`src/pawg_consts.vh`:
```
// Constants for the peripheral access wait generator
`ifndef PAWG_CONSTS_VH
`define PAWG_CONSTS_VH

// ------------------------------------------------------------
// APB register map (byte addresses)
// ------------------------------------------------------------
`define PAWG_APB_CTRL 12'h000
`define PAWG_APB_STATUS 12'h004
`define PAWG_APB_STALLS 12'h008
`define PAWG_APB_LASTWAIT 12'h00C
`define PAWG_CTRL_RESET 3'h0
`define PAWG_CTRL_SEL_MAX 3'h4

// ------------------------------------------------------------
// CPU-side peripheral register addresses
// ------------------------------------------------------------
`define PAWG_ADDR_WATCHDOG_MODE 8'h48
`define PAWG_ADDR_SERIAL_A_RX_STATUS 8'h71
`define PAWG_ADDR_SERIAL_B_RX_STATUS 8'h53
`define PAWG_ADDR_CONV_MODE 8'h80
`define PAWG_ADDR_CONV_CHANNEL 8'h81
`define PAWG_ADDR_COMPARE_MODE 8'h82
`define PAWG_ADDR_COMPARE_THRESHOLD 8'h83
`define PAWG_ADDR_CONV_RESULT 8'h84

// ------------------------------------------------------------
// Wait figures
// ------------------------------------------------------------
`define PAWG_WAIT_WATCHDOG 4'h3
`define PAWG_WAIT_SERIAL_RX 4'h1
`define PAWG_DIV_BIT_POS 5
`define PAWG_DIV_BIT_RESET 1'b0
// Converter clock is fx/2 or fx/4: exponent plus one of the ratio factor 2
`define PAWG_EXP_DIV2 3'h2
`define PAWG_EXP_DIV4 3'h3
// Eighths of a CPU period: full period and low-level width (50 % duty)
`define PAWG_PERIOD_EIGHTHS 4'h8
`define PAWG_LOW_WIDTH_EIGHTHS 4'h4

`endif

```
`src/pawg_wait_gen.v`:
```
// Peripheral access wait generator with APB control and status
// Function
// RQ1: Stall the CPU whenever it accesses a designated peripheral register.
// RQ2: Watchdog mode register writes stall exactly three CPU clocks.
// RQ3: Reads of either serial receive status register stall one CPU clock.
// RQ4: Converter mode, channel, compare writes stall 2-5 or 2-9 computed clocks.
// RQ5: Converter result reads stall 1-5 or 1-9 computed clocks.
// RQ6: Converter clock is oscillator/2 when divider bit is one, else /4.
// RQ7: Maximum converter wait is twice CPU-to-converter clock ratio, plus one.
// RQ8: Drop a fraction not exceeding the clock low width, else round up.
// RQ9: Computed count of one: no write wait, result read still stalls one.
// RQ10: Waits count in CPU clocks; instruction grows by exactly the wait.
// RQ11: CPU holds the request while stalled; read data returns after the wait.
//
// Design decisions made here: the APB interface to the registers and the address map.
`timescale 1ns/1ns
`default_nettype none
`include "pawg_consts.vh"

module pawg_wait_gen #(
  parameter WAIT_WIDTH = 4
) (
  input wire clk,
  input wire resetn,
  input wire psel,
  input wire penable,
  input wire pwrite,
  input wire [11:0] paddr,
  input wire [31:0] pwdata,
  output reg [31:0] prdata,
  output reg pready,
  output reg pslverr,
  input wire cpuValid,
  input wire cpuWrite,
  input wire [7:0] cpuAddr,
  input wire [7:0] cpuWdata,
  output reg cpuWait,
  output reg cpuDone,
  output reg [7:0] cpuRdata,
  input wire [7:0] periphRdata,
  output reg periphWe,
  output reg [7:0] periphAddr,
  output reg [7:0] periphWdata
);

  localparam ST_IDLE = 3'b001;
  localparam ST_WAIT = 3'b010;
  localparam ST_DONE = 3'b100;

  reg [2:0] state_r;
  reg [2:0] state_nxt;
  reg [2:0] cpuClkSel_r;
  reg convDivBit_r;
  reg [31:0] stallCount_r;
  reg [WAIT_WIDTH-1:0] lastWait_r;
  reg [WAIT_WIDTH-1:0] reqWait;
  reg [WAIT_WIDTH-1:0] convWait;
  reg [2:0] sel;
  reg [2:0] expPlusOne;
  reg [3:0] fracEighths;
  reg convRoundUp;
  reg [31:0] readVal;
  reg addrOk;
  wire take;
  wire timerLast;
  wire [WAIT_WIDTH-1:0] timerLeft;
  wire apbAccess;
  wire apbWriteNow;

  // ------------------------------------------------------------
  // Converter wait calculation
  // ------------------------------------------------------------
  // cpuClkSel_r gives the CPU clock as oscillator / 2^sel, sel 0..4.
  always @*
  begin
    sel = (cpuClkSel_r > `PAWG_CTRL_SEL_MAX) ? `PAWG_CTRL_SEL_MAX : cpuClkSel_r;
    // Ratio times two as a power of two: the divide-by-two clock adds one
    // to the exponent, the divide-by-four clock adds two
    expPlusOne = convDivBit_r ? `PAWG_EXP_DIV2 : `PAWG_EXP_DIV4; // [RQ6]
    fracEighths = 4'h0;
    convRoundUp = 1'b0;
    convWait = {WAIT_WIDTH{1'b0}};
    if (sel <= expPlusOne)
    begin
      // Whole doubled ratio (ratio of one half or more): 2*ratio + 1
      convWait = (({{(WAIT_WIDTH-1){1'b0}}, 1'b1}) << (expPlusOne - sel))
        + {{(WAIT_WIDTH-1){1'b0}}, 1'b1}; // [RQ7]
    end
    else
    begin
      // Fractional part below one clock, kept in eighths of a period
      fracEighths = `PAWG_PERIOD_EIGHTHS >> (sel - expPlusOne);
      // Equal to the low width counts as not exceeding it, so it is dropped
      convRoundUp = (fracEighths > `PAWG_LOW_WIDTH_EIGHTHS); // [RQ8]
      convWait = {{(WAIT_WIDTH-1){1'b0}}, 1'b1}
        + {{(WAIT_WIDTH-1){1'b0}}, convRoundUp}; // [RQ7]
    end
  end

  // ------------------------------------------------------------
  // Wait per register and access direction
  // ------------------------------------------------------------
  always @*
  begin
    reqWait = {WAIT_WIDTH{1'b0}};
    if (cpuWrite)
    begin
      case (cpuAddr)
        `PAWG_ADDR_WATCHDOG_MODE:
        begin
          reqWait = `PAWG_WAIT_WATCHDOG; // [RQ2]
        end
        `PAWG_ADDR_CONV_MODE, `PAWG_ADDR_CONV_CHANNEL,
        `PAWG_ADDR_COMPARE_MODE, `PAWG_ADDR_COMPARE_THRESHOLD:
        begin
          // A computed count of one means no wait at all for writes
          if (convWait == {{(WAIT_WIDTH-1){1'b0}}, 1'b1})
          begin
            reqWait = {WAIT_WIDTH{1'b0}}; // [RQ9]
          end
          else
          begin
            reqWait = convWait; // [RQ4]
          end
        end
        default:
        begin
          reqWait = {WAIT_WIDTH{1'b0}};
        end
      endcase
    end
    else
    begin
      case (cpuAddr)
        `PAWG_ADDR_SERIAL_A_RX_STATUS, `PAWG_ADDR_SERIAL_B_RX_STATUS:
        begin
          reqWait = `PAWG_WAIT_SERIAL_RX; // [RQ3]
        end
        `PAWG_ADDR_CONV_RESULT:
        begin
          // Never below one, so a count of one still stalls reads
          reqWait = convWait; // [RQ5] [RQ9]
        end
        default:
        begin
          reqWait = {WAIT_WIDTH{1'b0}};
        end
      endcase
    end
  end

  // ------------------------------------------------------------
  // Stall sequencer
  // ------------------------------------------------------------
  assign take = (state_r == ST_IDLE) && cpuValid;

  pawg_wait_timer #(
    .WIDTH(WAIT_WIDTH)
  ) u_timer (
    .clk(clk),
    .resetn(resetn),
    .load(take),
    .loadVal(reqWait),
    .lastCycle(timerLast),
    .remaining(timerLeft)
  );

  always @*
  begin
    state_nxt = state_r;
    case (state_r)
      ST_IDLE:
      begin
        if (cpuValid)
        begin
          if (reqWait != {WAIT_WIDTH{1'b0}})
          begin
            state_nxt = ST_WAIT; // [RQ1]
          end
          else
          begin
            state_nxt = ST_DONE;
          end
        end
      end
      ST_WAIT:
      begin
        // Leave after exactly the loaded number of cycles
        if (timerLast)
        begin
          state_nxt = ST_DONE; // [RQ10]
        end
      end
      ST_DONE:
      begin
        state_nxt = ST_IDLE;
      end
      default:
      begin
        state_nxt = ST_IDLE;
      end
    endcase
  end

  always @(posedge clk or negedge resetn)
  begin
    if (!resetn)
    begin
      state_r <= ST_IDLE;
      cpuWait <= 1'b0;
      cpuDone <= 1'b0;
      cpuRdata <= 8'h00;
      periphWe <= 1'b0;
      periphAddr <= 8'h00;
      periphWdata <= 8'h00;
      convDivBit_r <= `PAWG_DIV_BIT_RESET;
      lastWait_r <= {WAIT_WIDTH{1'b0}};
    end
    else
    begin
      state_r <= state_nxt;
      cpuWait <= (state_nxt == ST_WAIT); // [RQ1] [RQ10]
      cpuDone <= (state_nxt == ST_DONE);
      periphWe <= 1'b0;
      if (take)
      begin
        lastWait_r <= reqWait;
      end
      // Request is sampled only when the stall ends, since the CPU holds it
      if (state_nxt == ST_DONE)
      begin
        periphAddr <= cpuAddr;
        if (cpuWrite)
        begin
          periphWe <= 1'b1;
          periphWdata <= cpuWdata;
          // The new divider setting governs only the following accesses
          if (cpuAddr == `PAWG_ADDR_CONV_MODE)
          begin
            convDivBit_r <= cpuWdata[`PAWG_DIV_BIT_POS]; // [RQ6]
          end
        end
        else
        begin
          cpuRdata <= periphRdata; // [RQ11]
        end
      end
    end
  end

  // ------------------------------------------------------------
  // APB slave
  // ------------------------------------------------------------
  // One wait state: pready rises in the second access cycle so that
  // prdata can come straight from a flip-flop.
  assign apbAccess = psel && penable;
  assign apbWriteNow = apbAccess && pready && pwrite;

  always @*
  begin
    addrOk = 1'b1;
    readVal = 32'h00000000;
    case (paddr)
      `PAWG_APB_CTRL:
      begin
        readVal = {29'h00000000, cpuClkSel_r};
      end
      `PAWG_APB_STATUS:
      begin
        readVal = {20'h00000, timerLeft, 1'b0, convDivBit_r, 5'h00, cpuWait};
      end
      `PAWG_APB_STALLS:
      begin
        readVal = stallCount_r;
      end
      `PAWG_APB_LASTWAIT:
      begin
        readVal = {{(32-WAIT_WIDTH){1'b0}}, lastWait_r};
      end
      default:
      begin
        addrOk = 1'b0;
      end
    endcase
  end

  always @(posedge clk or negedge resetn)
  begin
    if (!resetn)
    begin
      pready <= 1'b0;
      pslverr <= 1'b0;
      prdata <= 32'h00000000;
      cpuClkSel_r <= `PAWG_CTRL_RESET;
    end
    else
    begin
      if (apbAccess && !pready)
      begin
        pready <= 1'b1;
        pslverr <= !addrOk;
        prdata <= pwrite ? 32'h00000000 : readVal;
      end
      else
      begin
        pready <= 1'b0;
        pslverr <= 1'b0;
      end
      if (apbWriteNow && (paddr == `PAWG_APB_CTRL))
      begin
        cpuClkSel_r <= pwdata[2:0];
      end
    end
  end

  // Stall cycle counter; a stall cycle in the clearing cycle is kept
  always @(posedge clk or negedge resetn)
  begin
    if (!resetn)
    begin
      stallCount_r <= 32'h00000000;
    end
    else if (apbWriteNow && (paddr == `PAWG_APB_STALLS))
    begin
      stallCount_r <= {31'h00000000, cpuWait};
    end
    else if (cpuWait)
    begin
      stallCount_r <= stallCount_r + 32'h00000001;
    end
  end

endmodule

`default_nettype wire

```
`src/pawg_wait_timer.v`:
```
// Down-counter that times one stall in CPU clock cycles
`timescale 1ns/1ns
`default_nettype none

module pawg_wait_timer #(
  parameter WIDTH = 4
) (
  input wire clk,
  input wire resetn,
  input wire load,
  input wire [WIDTH-1:0] loadVal,
  output wire lastCycle,
  output wire [WIDTH-1:0] remaining
);

  reg [WIDTH-1:0] count_r;
  reg [WIDTH-1:0] count_nxt;

  // ------------------------------------------------------------
  // Counter
  // ------------------------------------------------------------
  always @*
  begin
    count_nxt = count_r;
    if (load)
    begin
      count_nxt = loadVal;
    end
    else if (count_r != {WIDTH{1'b0}})
    begin
      count_nxt = count_r - {{(WIDTH-1){1'b0}}, 1'b1};
    end
  end

  always @(posedge clk or negedge resetn)
  begin
    if (!resetn)
    begin
      count_r <= {WIDTH{1'b0}};
    end
    else
    begin
      count_r <= count_nxt;
    end
  end

  assign lastCycle = (count_r == {{(WIDTH-1){1'b0}}, 1'b1});
  assign remaining = count_r;

endmodule

`default_nettype wire

```
`config.mk`:
```
export PLATFORM = sky130hd
export DESIGN_NAME = pawg_wait_gen
export DESIGN_NICKNAME = d
export VERILOG_FILES = /design/src/pawg_wait_gen.v /design/src/pawg_wait_timer.v
export VERILOG_INCLUDE_DIRS = /design/src
export SDC_FILE = /design/constraint.sdc
export NUM_CORES = 1
export LEC_CHECK = 0
export BUFFER_PORTS_ARGS = -buffer_cell sky130_fd_sc_hd__buf_2
export CORE_MARGIN = 1
export CORE_UTILIZATION = 30
export CTS_CLUSTER_SIZE = 16
export DETAILED_ROUTE_END_ITERATION = 6
export PLACE_DENSITY = 0.53
export SETUP_SLACK_MARGIN = 0.1
export SLEW_MARGIN = 10
export SYNTH_ARGS = -nofsm -noshare
export SYNTH_HDL_FRONTEND = slang
export SYNTH_SLANG_ARGS = --single-unit
```
`constraint.sdc`:
```
create_clock -name clk -period 4 [get_ports clk]
set_input_delay 0.4 -clock clk [delete_from_list [all_inputs] [get_ports clk]]
set_output_delay 0.4 -clock clk [all_outputs]
set_load 0.1 [all_outputs]
```
# --- Yosys cells after proc, flatten, opt, wreduce, memory -nomap -nowiden ---
# Index checks and enable logic that the tools add are counted.
totals:
  regBits: 108
  elab_cells: 86
classes:
  add_sub_neg: 6
  n_lt_le_gt_ge: 3
  eq_ne: 17
  n_shift: 2
  mux: 22
  bitwise: 1
  n_reduce_logical: 20
ops:
  columns: ["op", "count"]
  rows:
  - ["one-hot mux 32 bit (4 select lines)", 1]
  - ["two-way mux 32 bit", 3]
  - ["== test 8 bit (second input constant)", 5]
  - ["adder 32 x 1 -> 32 bit (second input constant)", 1]
  - ["== test 12 x 4 -> 1 bit (second input constant)", 2]
  - ["== test 8 x 7 -> 1 bit (second input constant)", 3]
  - ["two-way mux 4 bit", 5]
  - ["one-hot mux 4 bit (2 select lines)", 2]
  - ["== test 12 x 3 -> 1 bit (second input constant)", 1]
  - ["logical NOT 12 bit", 1]
  - ["two-way mux 3 bit", 4]
  - ["== test 4 x 1 -> 1 bit (second input constant)", 2]
  - ["nonzero test 4 bit", 2]
  - ["OR reduction 4 bit", 2]
  - ["logical AND 1 bit", 7]
  - ["== test 3 x 2 -> 1 bit (second input constant)", 2]
  - ["two-way mux 1 bit", 6]
  - ["one-hot mux 3 bit (2 select lines)", 1]
  - ["adder 4 x 1 -> 4 bit (second input constant)", 1]
  - ["> comparator 4 x 3 -> 1 bit (second input constant)", 1]
  - ["AND reduction 2 bit", 2]
  - ["nonzero test 2 bit", 2]
  - ["left shift 1 x 3 -> 4 bit (first input constant)", 1]
  - ["right shift 4 x 3 -> 4 bit (first input constant)", 1]
  - ["12 further kinds", 13]

# --- Depth between registers and ports, before layout ---
# Gate-level depths: netlist of the first run.
logic_depth:
  depth_word: 17
  mapped_depth: 15
  depth_no_buf: 13

# --- By module ---
# A second synthesis of the first run with hierarchy kept.
hier_totals:
  cells_unflattened: 461
  area_unflattened_um2: 5119.9
by_module_without_submodules:
  columns: ["module", "instances", "cells_per_inst", "area_per_inst_um2"]
  rows:
  - ["pawg_wait_gen", 1, 437, 4854.7]
  - ["pawg_wait_timer", 1, 24, 265.3]

# --- Least setup slack after synthesis of the first run ---
# OpenSTA, ideal clock, no wires.
synth_timing:
  path_kind: "register to register"
  start: "register cpuClkSel_r[2]"
  end: "register periphAddr[0]"
  setup_time_ns: 0.126
  t_arrival_ns: 3.164
  t_required_ns: 3.874
  path_slack_ns: 0.709
  stages_incl_launch_ff: 16
  path_buffers: 2
  path_cell_list: "dfrtp_1 -> buf_4 -> nor2b_1 -> ha_1 -> ha_1 -> xnor2_1 -> nand2_1 -> nor2_1 -> ha_1 -> nor2_1 -> a211oi_1 -> a311o_2 -> o31ai_4 -> a31o_1 -> buf_6 -> mux2_4"
synth_via:
  elab_chain_len: 16
  word_cells_on_any_way: 21
  cone_classes: "add/sub: 4; order compare: 3; eq/ne: 2; shift: 2; mux: 9; reduce/logical: 1"
synth_lines:
  columns: ["element", "line_no", "text"]
  rows:
  - ["from (decl)", "pawg_wait_gen.v:52", "reg [2:0] cpuClkSel_r;"]
  - ["from (signal assigned)", "pawg_wait_gen.v:294", "cpuClkSel_r <= `PAWG_CTRL_RESET;"]
  - ["from (signal assigned)", "pawg_wait_gen.v:311", "cpuClkSel_r <= pwdata[2:0];"]
  - ["> comparator 3 bit (no line)", null, null]
  - ["two-way mux 3 bit (*)", "pawg_wait_gen.v:76", "sel = (cpuClkSel_r > `PAWG_CTRL_SEL_MAX) ? `PAWG_CTRL_SEL_MAX : cpuClkSel_r;"]
  - ["subtractor 3 x 2 -> 3 bit", "pawg_wait_gen.v:92", "fracEighths = `PAWG_PERIOD_EIGHTHS >> (sel - expPlusOne);"]
  - ["right shift 4 x 3 -> 4 bit (no line)", null, null]
  - ["> comparator 4 x 3 -> 1 bit (no line)", null, null]
  - ["adder 1 x 1 -> 2 bit", "pawg_wait_gen.v:96", "+ {{(WAIT_WIDTH-1){1'b0}}, convRoundUp};"]
  - ["two-way mux 4 bit (*)", "pawg_wait_gen.v:83", "if (sel <= expPlusOne)"]
  - ["== test 4 x 1 -> 1 bit", "pawg_wait_gen.v:117", "if (convWait == {{(WAIT_WIDTH-1){1'b0}}, 1'b1})"]
  - ["two-way mux 4 bit", "pawg_wait_gen.v:117", null]
  - ["one-hot mux 4 bit (2 select lines)", "pawg_wait_gen.v:108", "case (cpuAddr)"]
  - ["two-way mux 4 bit (*)", "pawg_wait_gen.v:106", "if (cpuWrite)"]
  - ["nonzero test 4 bit (*)", "pawg_wait_gen.v:176", "if (reqWait != {WAIT_WIDTH{1'b0}})"]
  - ["two-way mux 3 bit (*)", "pawg_wait_gen.v:176", null]
  - ["two-way mux 3 bit (*)", "pawg_wait_gen.v:174", "if (cpuValid)"]
  - ["one-hot mux 3 bit (2 select lines) (*)", "pawg_wait_gen.v:171", "case (state_r)"]
  - ["named net state_nxt[2]", "pawg_wait_gen.v:51", "reg [2:0] state_nxt;"]
  - ["== test 3 bit (*)", "pawg_wait_gen.v:230", "if (state_nxt == ST_DONE)"]
  - ["to (signal assigned)", "pawg_wait_gen.v:232", "periphAddr <= cpuAddr;"]
  - ["to (decl)", "pawg_wait_gen.v:42", "output reg [7:0] periphAddr,"]
# Mark *: on every way through the listed nets, which the timed path passes. The rest lies on a longest branch.
# A chain may end at the register's enable or synchronous reset.

# --- Worst setup path after layout of the first run ---
layout_timing:
  start: "register cpuClkSel_r[0]"
  end: "register periphAddr[7]"
layout_via:
  elab_chain_len: 16
  word_cells_on_any_way: 21
  cone_classes: "add/sub: 4; order compare: 3; eq/ne: 2; shift: 2; mux: 9; reduce/logical: 1"
layout_lines:
  columns: ["element", "line_no"]
  rows:
  - ["> comparator 3 bit (no line)", null]
  - ["two-way mux 3 bit (*)", "pawg_wait_gen.v:76"]
  - ["subtractor 3 x 2 -> 3 bit", "pawg_wait_gen.v:92"]
  - ["right shift 4 x 3 -> 4 bit (no line)", null]
  - ["> comparator 4 x 3 -> 1 bit (no line)", null]
  - ["adder 1 x 1 -> 2 bit", "pawg_wait_gen.v:96"]
  - ["two-way mux 4 bit (*)", "pawg_wait_gen.v:83"]
  - ["== test 4 x 1 -> 1 bit", "pawg_wait_gen.v:117"]
  - ["two-way mux 4 bit", "pawg_wait_gen.v:117"]
  - ["one-hot mux 4 bit (2 select lines)", "pawg_wait_gen.v:108"]
  - ["two-way mux 4 bit (*)", "pawg_wait_gen.v:106"]
  - ["nonzero test 4 bit (*)", "pawg_wait_gen.v:176"]
  - ["two-way mux 3 bit (*)", "pawg_wait_gen.v:176"]
  - ["two-way mux 3 bit (*)", "pawg_wait_gen.v:174"]
  - ["one-hot mux 3 bit (2 select lines) (*)", "pawg_wait_gen.v:171"]
  - ["== test 3 bit (*)", "pawg_wait_gen.v:230"]
# Every way passes the cells marked *; elsewhere a longest branch is shown, timed or not.

==> results of run 1 <==
-- state kept, by name, indices dropped and copies added, names as in the netlist --
register / flops
state_r: 3
cpuDone: 1
u_timer.remaining: 4
prdata: 32
pready: 1
lastWait_r: 4
cpuRdata: 8
cpuWait: 1
periphAddr: 8
stallCount_r: 32
cpuClkSel_r: 3
periphWdata: 8
periphWe: 1
pslverr: 1
convDivBit_r: 1
-- how the worst min path moves through the flow --
stage                       endpoint  slack [ns]
floorplan               convDivBit_r        0.10
global placement          prdata[28]        0.41
detailed placement        prdata[29]        0.42
CTS                       prdata[30]        0.02
global route                 pslverr        0.04
finish              stallCount_r[28]        0.02
-- worst register-to-register path, stage by stage, from the launching register on --
cell and delay, ns:
dfrtp_1 0.36, nor2b_1 0.23, ha_1 0.27, ha_1 0.32, xnor2_1 0.15, nand2_1 0.08
nor2_1 0.10, ha_1 0.24, nor2_1 0.10, a211oi_1 0.09, a311o_2 0.37, o31ai_4 0.37
a31o_1 0.48, mux2_4 0.34
-- cells in the final DEF, fill, tap and decap left out, types with 3 or more instances in the layout --
cell type,n
a21o_1,12
a21oi_1,14
a21oi_2,11
a221o_1,5
a22o_1,24
a22oi_1,5
a31oi_1,4
and3_1,5
and4_1,6
buf_2,105
buf_4,7
clkbuf_16,9
dfrtp_1,107
ha_1,8
inv_1,14
mux2_2,4
mux2_4,4
mux2i_1,4
nand2_1,46
nand2b_1,4
nand3_1,17
nand3b_1,3
nand4_1,7
nor2_1,49
nor2b_1,8
nor3_1,5
nor3b_1,7
nor4_1,3
o21a_1,3
o21ai_0,21
or3_1,6
xnor2_1,13
xor2_1,19
-- metal layers --
metal,vias to the layer above,track usage,share of wire
li1,1961,-,-
met1,1979,0.176,0.44
met2,106,0.255,0.49
met3,12,0.0378,0.054
met4,0,0.0437,0.012
met5,-,0,0
-- power by group through the flow --
stage	logic [uW]	registers [uW]	clock network (uW)
finish	955	1300	859
global route	1010	1320	937
CTS	963	1300	896
detailed placement	962	1320	0
global placement	947	1320	0
floorplan	290	1790	0
-- cells by family (layout without fill, tap and decap cells) --
kind of cell | Yosys count | count (layout) | share of synthesized area
multiplexers | 14 | 14 | 0.0341
buffers and inverters | 36 | 142 | 0.0314
AND/OR/NAND/NOR | 177 | 177 | 0.173
AO/OA/AOI/OAI | 117 | 117 | 0.174
flip-flops | 108 | 108 | 0.515
adder cells (fa/ha/maj) | 8 | 8 | 0.0191
XOR/XNOR | 32 | 32 | 0.0534
-- cell type report --
class | instances | area [um^2] | share of cell area
inverters | 14 | 52.6 | 0.00836
flip-flops and latches | 108 | 2700 | 0.430
multi-input cells | 348 | 2390 | 0.380
well taps | 225 | 282 | 0.0448
clock buffers | 10 | 239 | 0.0380
clock inverters | 6 | 45.0 | 0.00716
repair buffers | 112 | 578 | 0.0919
-- metrics by stage --
step / utilization / setup WS, ns / area [um^2]
2_1_floorplan: - / 0.709 / 5250
3_3_place_gp: 0.350 / 0.530 / 6000
3_5_place_dp: 0.350 / 0.404 / 6000
4_1_cts: 0.366 / 0.386 / 6290
5_1_grt: 0.366 / 0.188 / 6290
6_report: 0.366 / 0.380 / 6290
==> results.yml, run 1 <==
outcome:
  run_status: "finished, final reports clean"
clock_tree:
  cts.sinks: 108
  htreeDepth: 3
  ctsHoldBuffers: 0
  cts_resized: 0
  clk_path_buf_depth: 2
  cts-root-buf: "clkbuf_16"
  clk_latency_ns: 0.36
  cts.reportedPaths.clkPinSlew_ns: 0.08
  cts_setup_buffers: 0
  cts_tree: "built"
  cts_buffers: 9
sta:
  hold_viol_final: 0
  slew_headroom: 0.396
  whs_ns: 0.0221
  min_period_ns: 3.62
  final-setup-viol-count: 0
  fmax_mhz: 276
  rsz0062_at_grt: "no"
  fin_tns_setup_ns: 0
  tightest_slew_ns: 0.901
  skew_ns: 0.0123
  fin_crit_sh: 0.905
  slew_violations: 0
floorplan:
  io_pins: 136
  rows: 48
  initial_core_util: 0.306
  fp.coreArea_um2: 17200
  die_y_um: 134
  die_w_um: 134
  die_area_um2: 18000
placed_design:
  port_buffers: 106
  dp.cells: 807
  dp_hpwl_mm: 9.11
  gp_congestion: 0.829
job:
  maxCapViolCount: 0
power:
  p_clk_frac: 0.276
  cellPowerDensity_nw_per_um2: 495
  switching_share: 0.400
  p_seq_frac: 0.418
  power.total_uw: 3110
  peakVddDrop_uv: 269
  p_switching_uw: 1250
  p_int_uw: 1870
  power_leakage_uw: 0.00290
  p_comb_frac: 0.307
route:
  num_vias: 4058
  drtAntennaViolNets: 0
  wl_per_cell_um: 15.3
  drt-initial-drc-count: 197
  routed_wl_mm: 12.6
  drt-vias-per-instance: 4.93
  drtPass1Iterations: 4
  drc: 0
critical_path:
  reg2reg_to: "periphAddr[7]"
  timing.rr.start: "cpuClkSel_r[0]"
  worst_setup_path_start_kind: "flip-flop"
  crit_family: "compound AO/OA/AOI/OAI gates"
  crit_cells: 13
  slowest_stage: "a31o_1"
  path_buf_inv: 0
  path_cells: "nor2b_1, ha_1, ha_1, xnor2_1, nand2_1, nor2_1, ha_1, nor2_1, a211oi_1, a311o_2, o31ai_4, a31o_1, mux2_4"
  cp-end-kind: "flip-flop"
  cp_common_cell: "ha_1"
  rr_worst_depth: 13
  setup.worst_path.start: "cpuClkSel_r[0]"
  cpPeakStageDelay_ns: 0.48
  worstSetupPathType: "reg2reg"
  crit_arrival_ns: 3.86
  critPathRequiredTime_ns: 4.24
  rrSetupSlack_ns: 0.38
  cp_max_fo: 9
  endpoint: "periphAddr[7]"
hold_path:
  holdCritPathClass: "in2async"
logic_synthesis:
  synth_ff_type: "dfrtp_1"
  syn_area_um2: 5250
  ys_types: 61
  synth-warning-count: 0
  netlist_top_cells_area: "dfrtp_1 51%, a22o_1 4.0%, nor2_1 3.5%"
  synth_edf_count: 0
  synthTopCellsByCount: "107 x dfrtp_1, 49 x nor2_1, 46 x nand2_1"
  syn-instance-count: 492
  avgSynthCellArea_um2: 10.7
  synth_area_leader_cell: "dfrtp_1"
  ys_ff_latch: 108
  synth_top_area_frac: 0.510
  yosysMostFrequentCell: "dfrtp_1"
  async_flop_share: 1.00
  syn_nets: 575
  yosysSeqAreaShare: 0.515
final_layout:
  stdcell_count: 823
  area_growth_pct: 19.7
  layout-drive-gt1-share: 0.268
  n_antenna_cell: 0
  nFillCells: 1766
  nNetsFinal: 676
global_routing:
  grt_max_degree: 40
  grt-ovfl-total: 0
  grtUsageTotal: 0.146
  grt_antenna_before_repair: 0
  grt_pass1_vias: 4048
  grt_pass1_wl_mm: 20.6
Power figures use the tool's default switching activity.
==> run 2: changes to the inputs <==
--- a/config.mk
+++ b/config.mk
@@ -9,9 +9,9 @@
 export BUFFER_PORTS_ARGS = -buffer_cell sky130_fd_sc_hd__buf_2
 export CORE_MARGIN = 1
 export CORE_UTILIZATION = 30
-export CTS_CLUSTER_SIZE = 16
 export DETAILED_ROUTE_END_ITERATION = 6
 export PLACE_DENSITY = 0.53
+export RECOVER_POWER = 50
 export SETUP_SLACK_MARGIN = 0.1
 export SLEW_MARGIN = 10
 export SYNTH_ARGS = -nofsm -noshare
==> results.yml, run 2 (synthesis results as in run 1) <==
global_routing:
  grt-ovfl-total: 0
  grt_pass1_vias: 4048
  grtUsageTotal: 0.146
  grt_max_degree: 40
  grt_antenna_before_repair: 0
  grt_pass1_wl_mm: 20.6
critical_path:
  rrSetupSlack_ns: 0.38
  cp_common_cell: "ha_1"
  worst_setup_path_start_kind: "flip-flop"
  rr_worst_depth: 13
  timing.rr.start: "cpuClkSel_r[0]"
  endpoint: "periphAddr[7]"
  crit_arrival_ns: 3.86
  cpPeakStageDelay_ns: 0.48
  cp-end-kind: "flip-flop"
  setup.worst_path.start: "cpuClkSel_r[0]"
  worstSetupPathType: "reg2reg"
  reg2reg_to: "periphAddr[7]"
  cp_max_fo: 9
  path_cells: "nor2b_1, ha_1, ha_1, xnor2_1, nand2_1, nor2_1, ha_1, nor2_1, a211oi_1, a311o_2, o31ai_4, a31o_1, mux2_4"
  slowest_stage: "a31o_1"
  critPathRequiredTime_ns: 4.24
final_layout:
  n_antenna_cell: 0
  nFillCells: 1775
  final_cell_mix: "107 x dfrtp_1, 80 x buf_2, 49 x nor2_1"
  top_regs: "prdata x32, stallCount_r x32"
  area_growth_pct: 18.9
  nNetsFinal: 676
  multi_input_area_um2: 2390
  layout-drive-gt1-share: 0.221
  seqCellArea_um2: 2700
  layout_commonest_cell: "dfrtp_1"
route:
  num_vias: 4070
  drtPass1Iterations: 4
  routed_wl_mm: 12.6
  drt-initial-drc-count: 205
  drc: 0
  drtAntennaViolNets: 0
  drt-vias-per-instance: 4.95
  wl_per_cell_um: 15.3
clock_tree:
  cts.reportedPaths.clkPinSlew_ns: 0.08
  clk_path_buf_depth: 2
  cts-root-buf: "clkbuf_16"
  clk_latency_ns: 0.35
  ctsHoldBuffers: 0
  cts_resized: 0
  cts.sinks: 108
  cts_buffers: 9
  cts_setup_buffers: 0
  htreeDepth: 3
  cts_tree: "built"
sta:
  min_period_ns: 3.62
  tightest_slew_ns: 2.23
  fin_crit_sh: 0.905
  final-setup-viol-count: 0
  rsz0062_at_grt: "no"
  slew_violations: 77
  fmax_mhz: 276
  hold_viol_final: 0
  skew_ns: 0.0120
  fin_tns_setup_ns: 0
  whs_ns: 0.275
  slew_headroom: -0.484
placed_design:
  dp_hpwl_mm: 9.11
  port_buffers: 106
  gp_congestion: 0.829
floorplan:
  initial_core_util: 0.306
  die_y_um: 134
  io_pins: 136
  fp.coreArea_um2: 17200
  die_area_um2: 18000
  rows: 48
  die_w_um: 134
hold_path:
  holdPathStages: 2
  holdCritPathClass: "in2reg"
power:
  peakVddDrop_uv: 269
  power_leakage_uw: 0.00280
  cellPowerDensity_nw_per_um2: 497
job:
  maxCapViolCount: 2
outcome:
  failed_checks: "max-capacitance violations, max-slew violations"
  run_status: "finished with violations"
[run 2: cell count changes in the layout (fill, tap and decap cells not counted)]
| cell | change |
|---|---|
| clkbuf_2 | +2 |
| dfstp_2 | -1 |
| buf_4 | -4 |
| buf_2 | -25 |
| clkbuf_1 | +27 |
| dfstp_1 | +1 |
[run 2: layout make-up]
cell class,instances,area share
Sequential cell,108,0.433
Clock inverter,6,0.00721
Inverter,14,0.00842
Timing Repair Buffer,112,0.0856
Multi-Input combinational cell,348,0.382
Clock buffer,10,0.0383
Tap cell,225,0.0451
[run 2: metal layers]
| metal | GRT usage | vias up | routed length (um) |
|---|---|---|---|
| met3 | 0.0378 | 12 | 680 |
| li1 | - | 1963 | - |
| met5 | 0 | - | 0 |
| met2 | 0.255 | 103 | 6220 |
| met4 | 0.0437 | 0 | 146 |
| met1 | 0.176 | 1992 | 5530 |
[run 2: critical path: cells and delay by family (launching register included)]
kind            cells  cell delay (ns)
compound gates      4             1.31
mux                 1             0.34
flops               1             0.36
fa+ha+maj           3             0.83
simple gates        4             0.51
xor+xnor            1             0.15
[run 2: how the worst min path moves through the flow]
stage                         start        endpoint
after floorplan              resetn    convDivBit_r
after global placement       resetn      prdata[28]
after detailed placement     resetn      prdata[29]
after CTS                    resetn      prdata[30]
after global routing      pwdata[2]  cpuClkSel_r[2]
final                     pwdata[2]  cpuClkSel_r[2]
[run 2: report_power, final]
group / internal (uW) / switching [uW] / leakage, uW
clock: 444 / 412 / 0.000143
combinational: 207 / 737 / 0.00136
sequential: 1210 / 95.3 / 0.00129
total: 1860 / 1240 / 0.00280
[run 2: metrics by stage]
step | worst slack (ns) | std cells | utilization | total power, uW | instance area (um^2)
2_1_floorplan | 0.709 | 492 | - | 2080 | 5250
4_1_cts | 0.386 | 823 | 0.366 | 3160 | 6290
3_3_place_gp | 0.530 | 807 | 0.350 | 2260 | 6000
3_5_place_dp | 0.404 | 807 | 0.350 | 2280 | 6000
5_1_grt | 0.188 | 823 | 0.363 | 3260 | 6240
6_report | 0.379 | 823 | 0.363 | 3100 | 6240
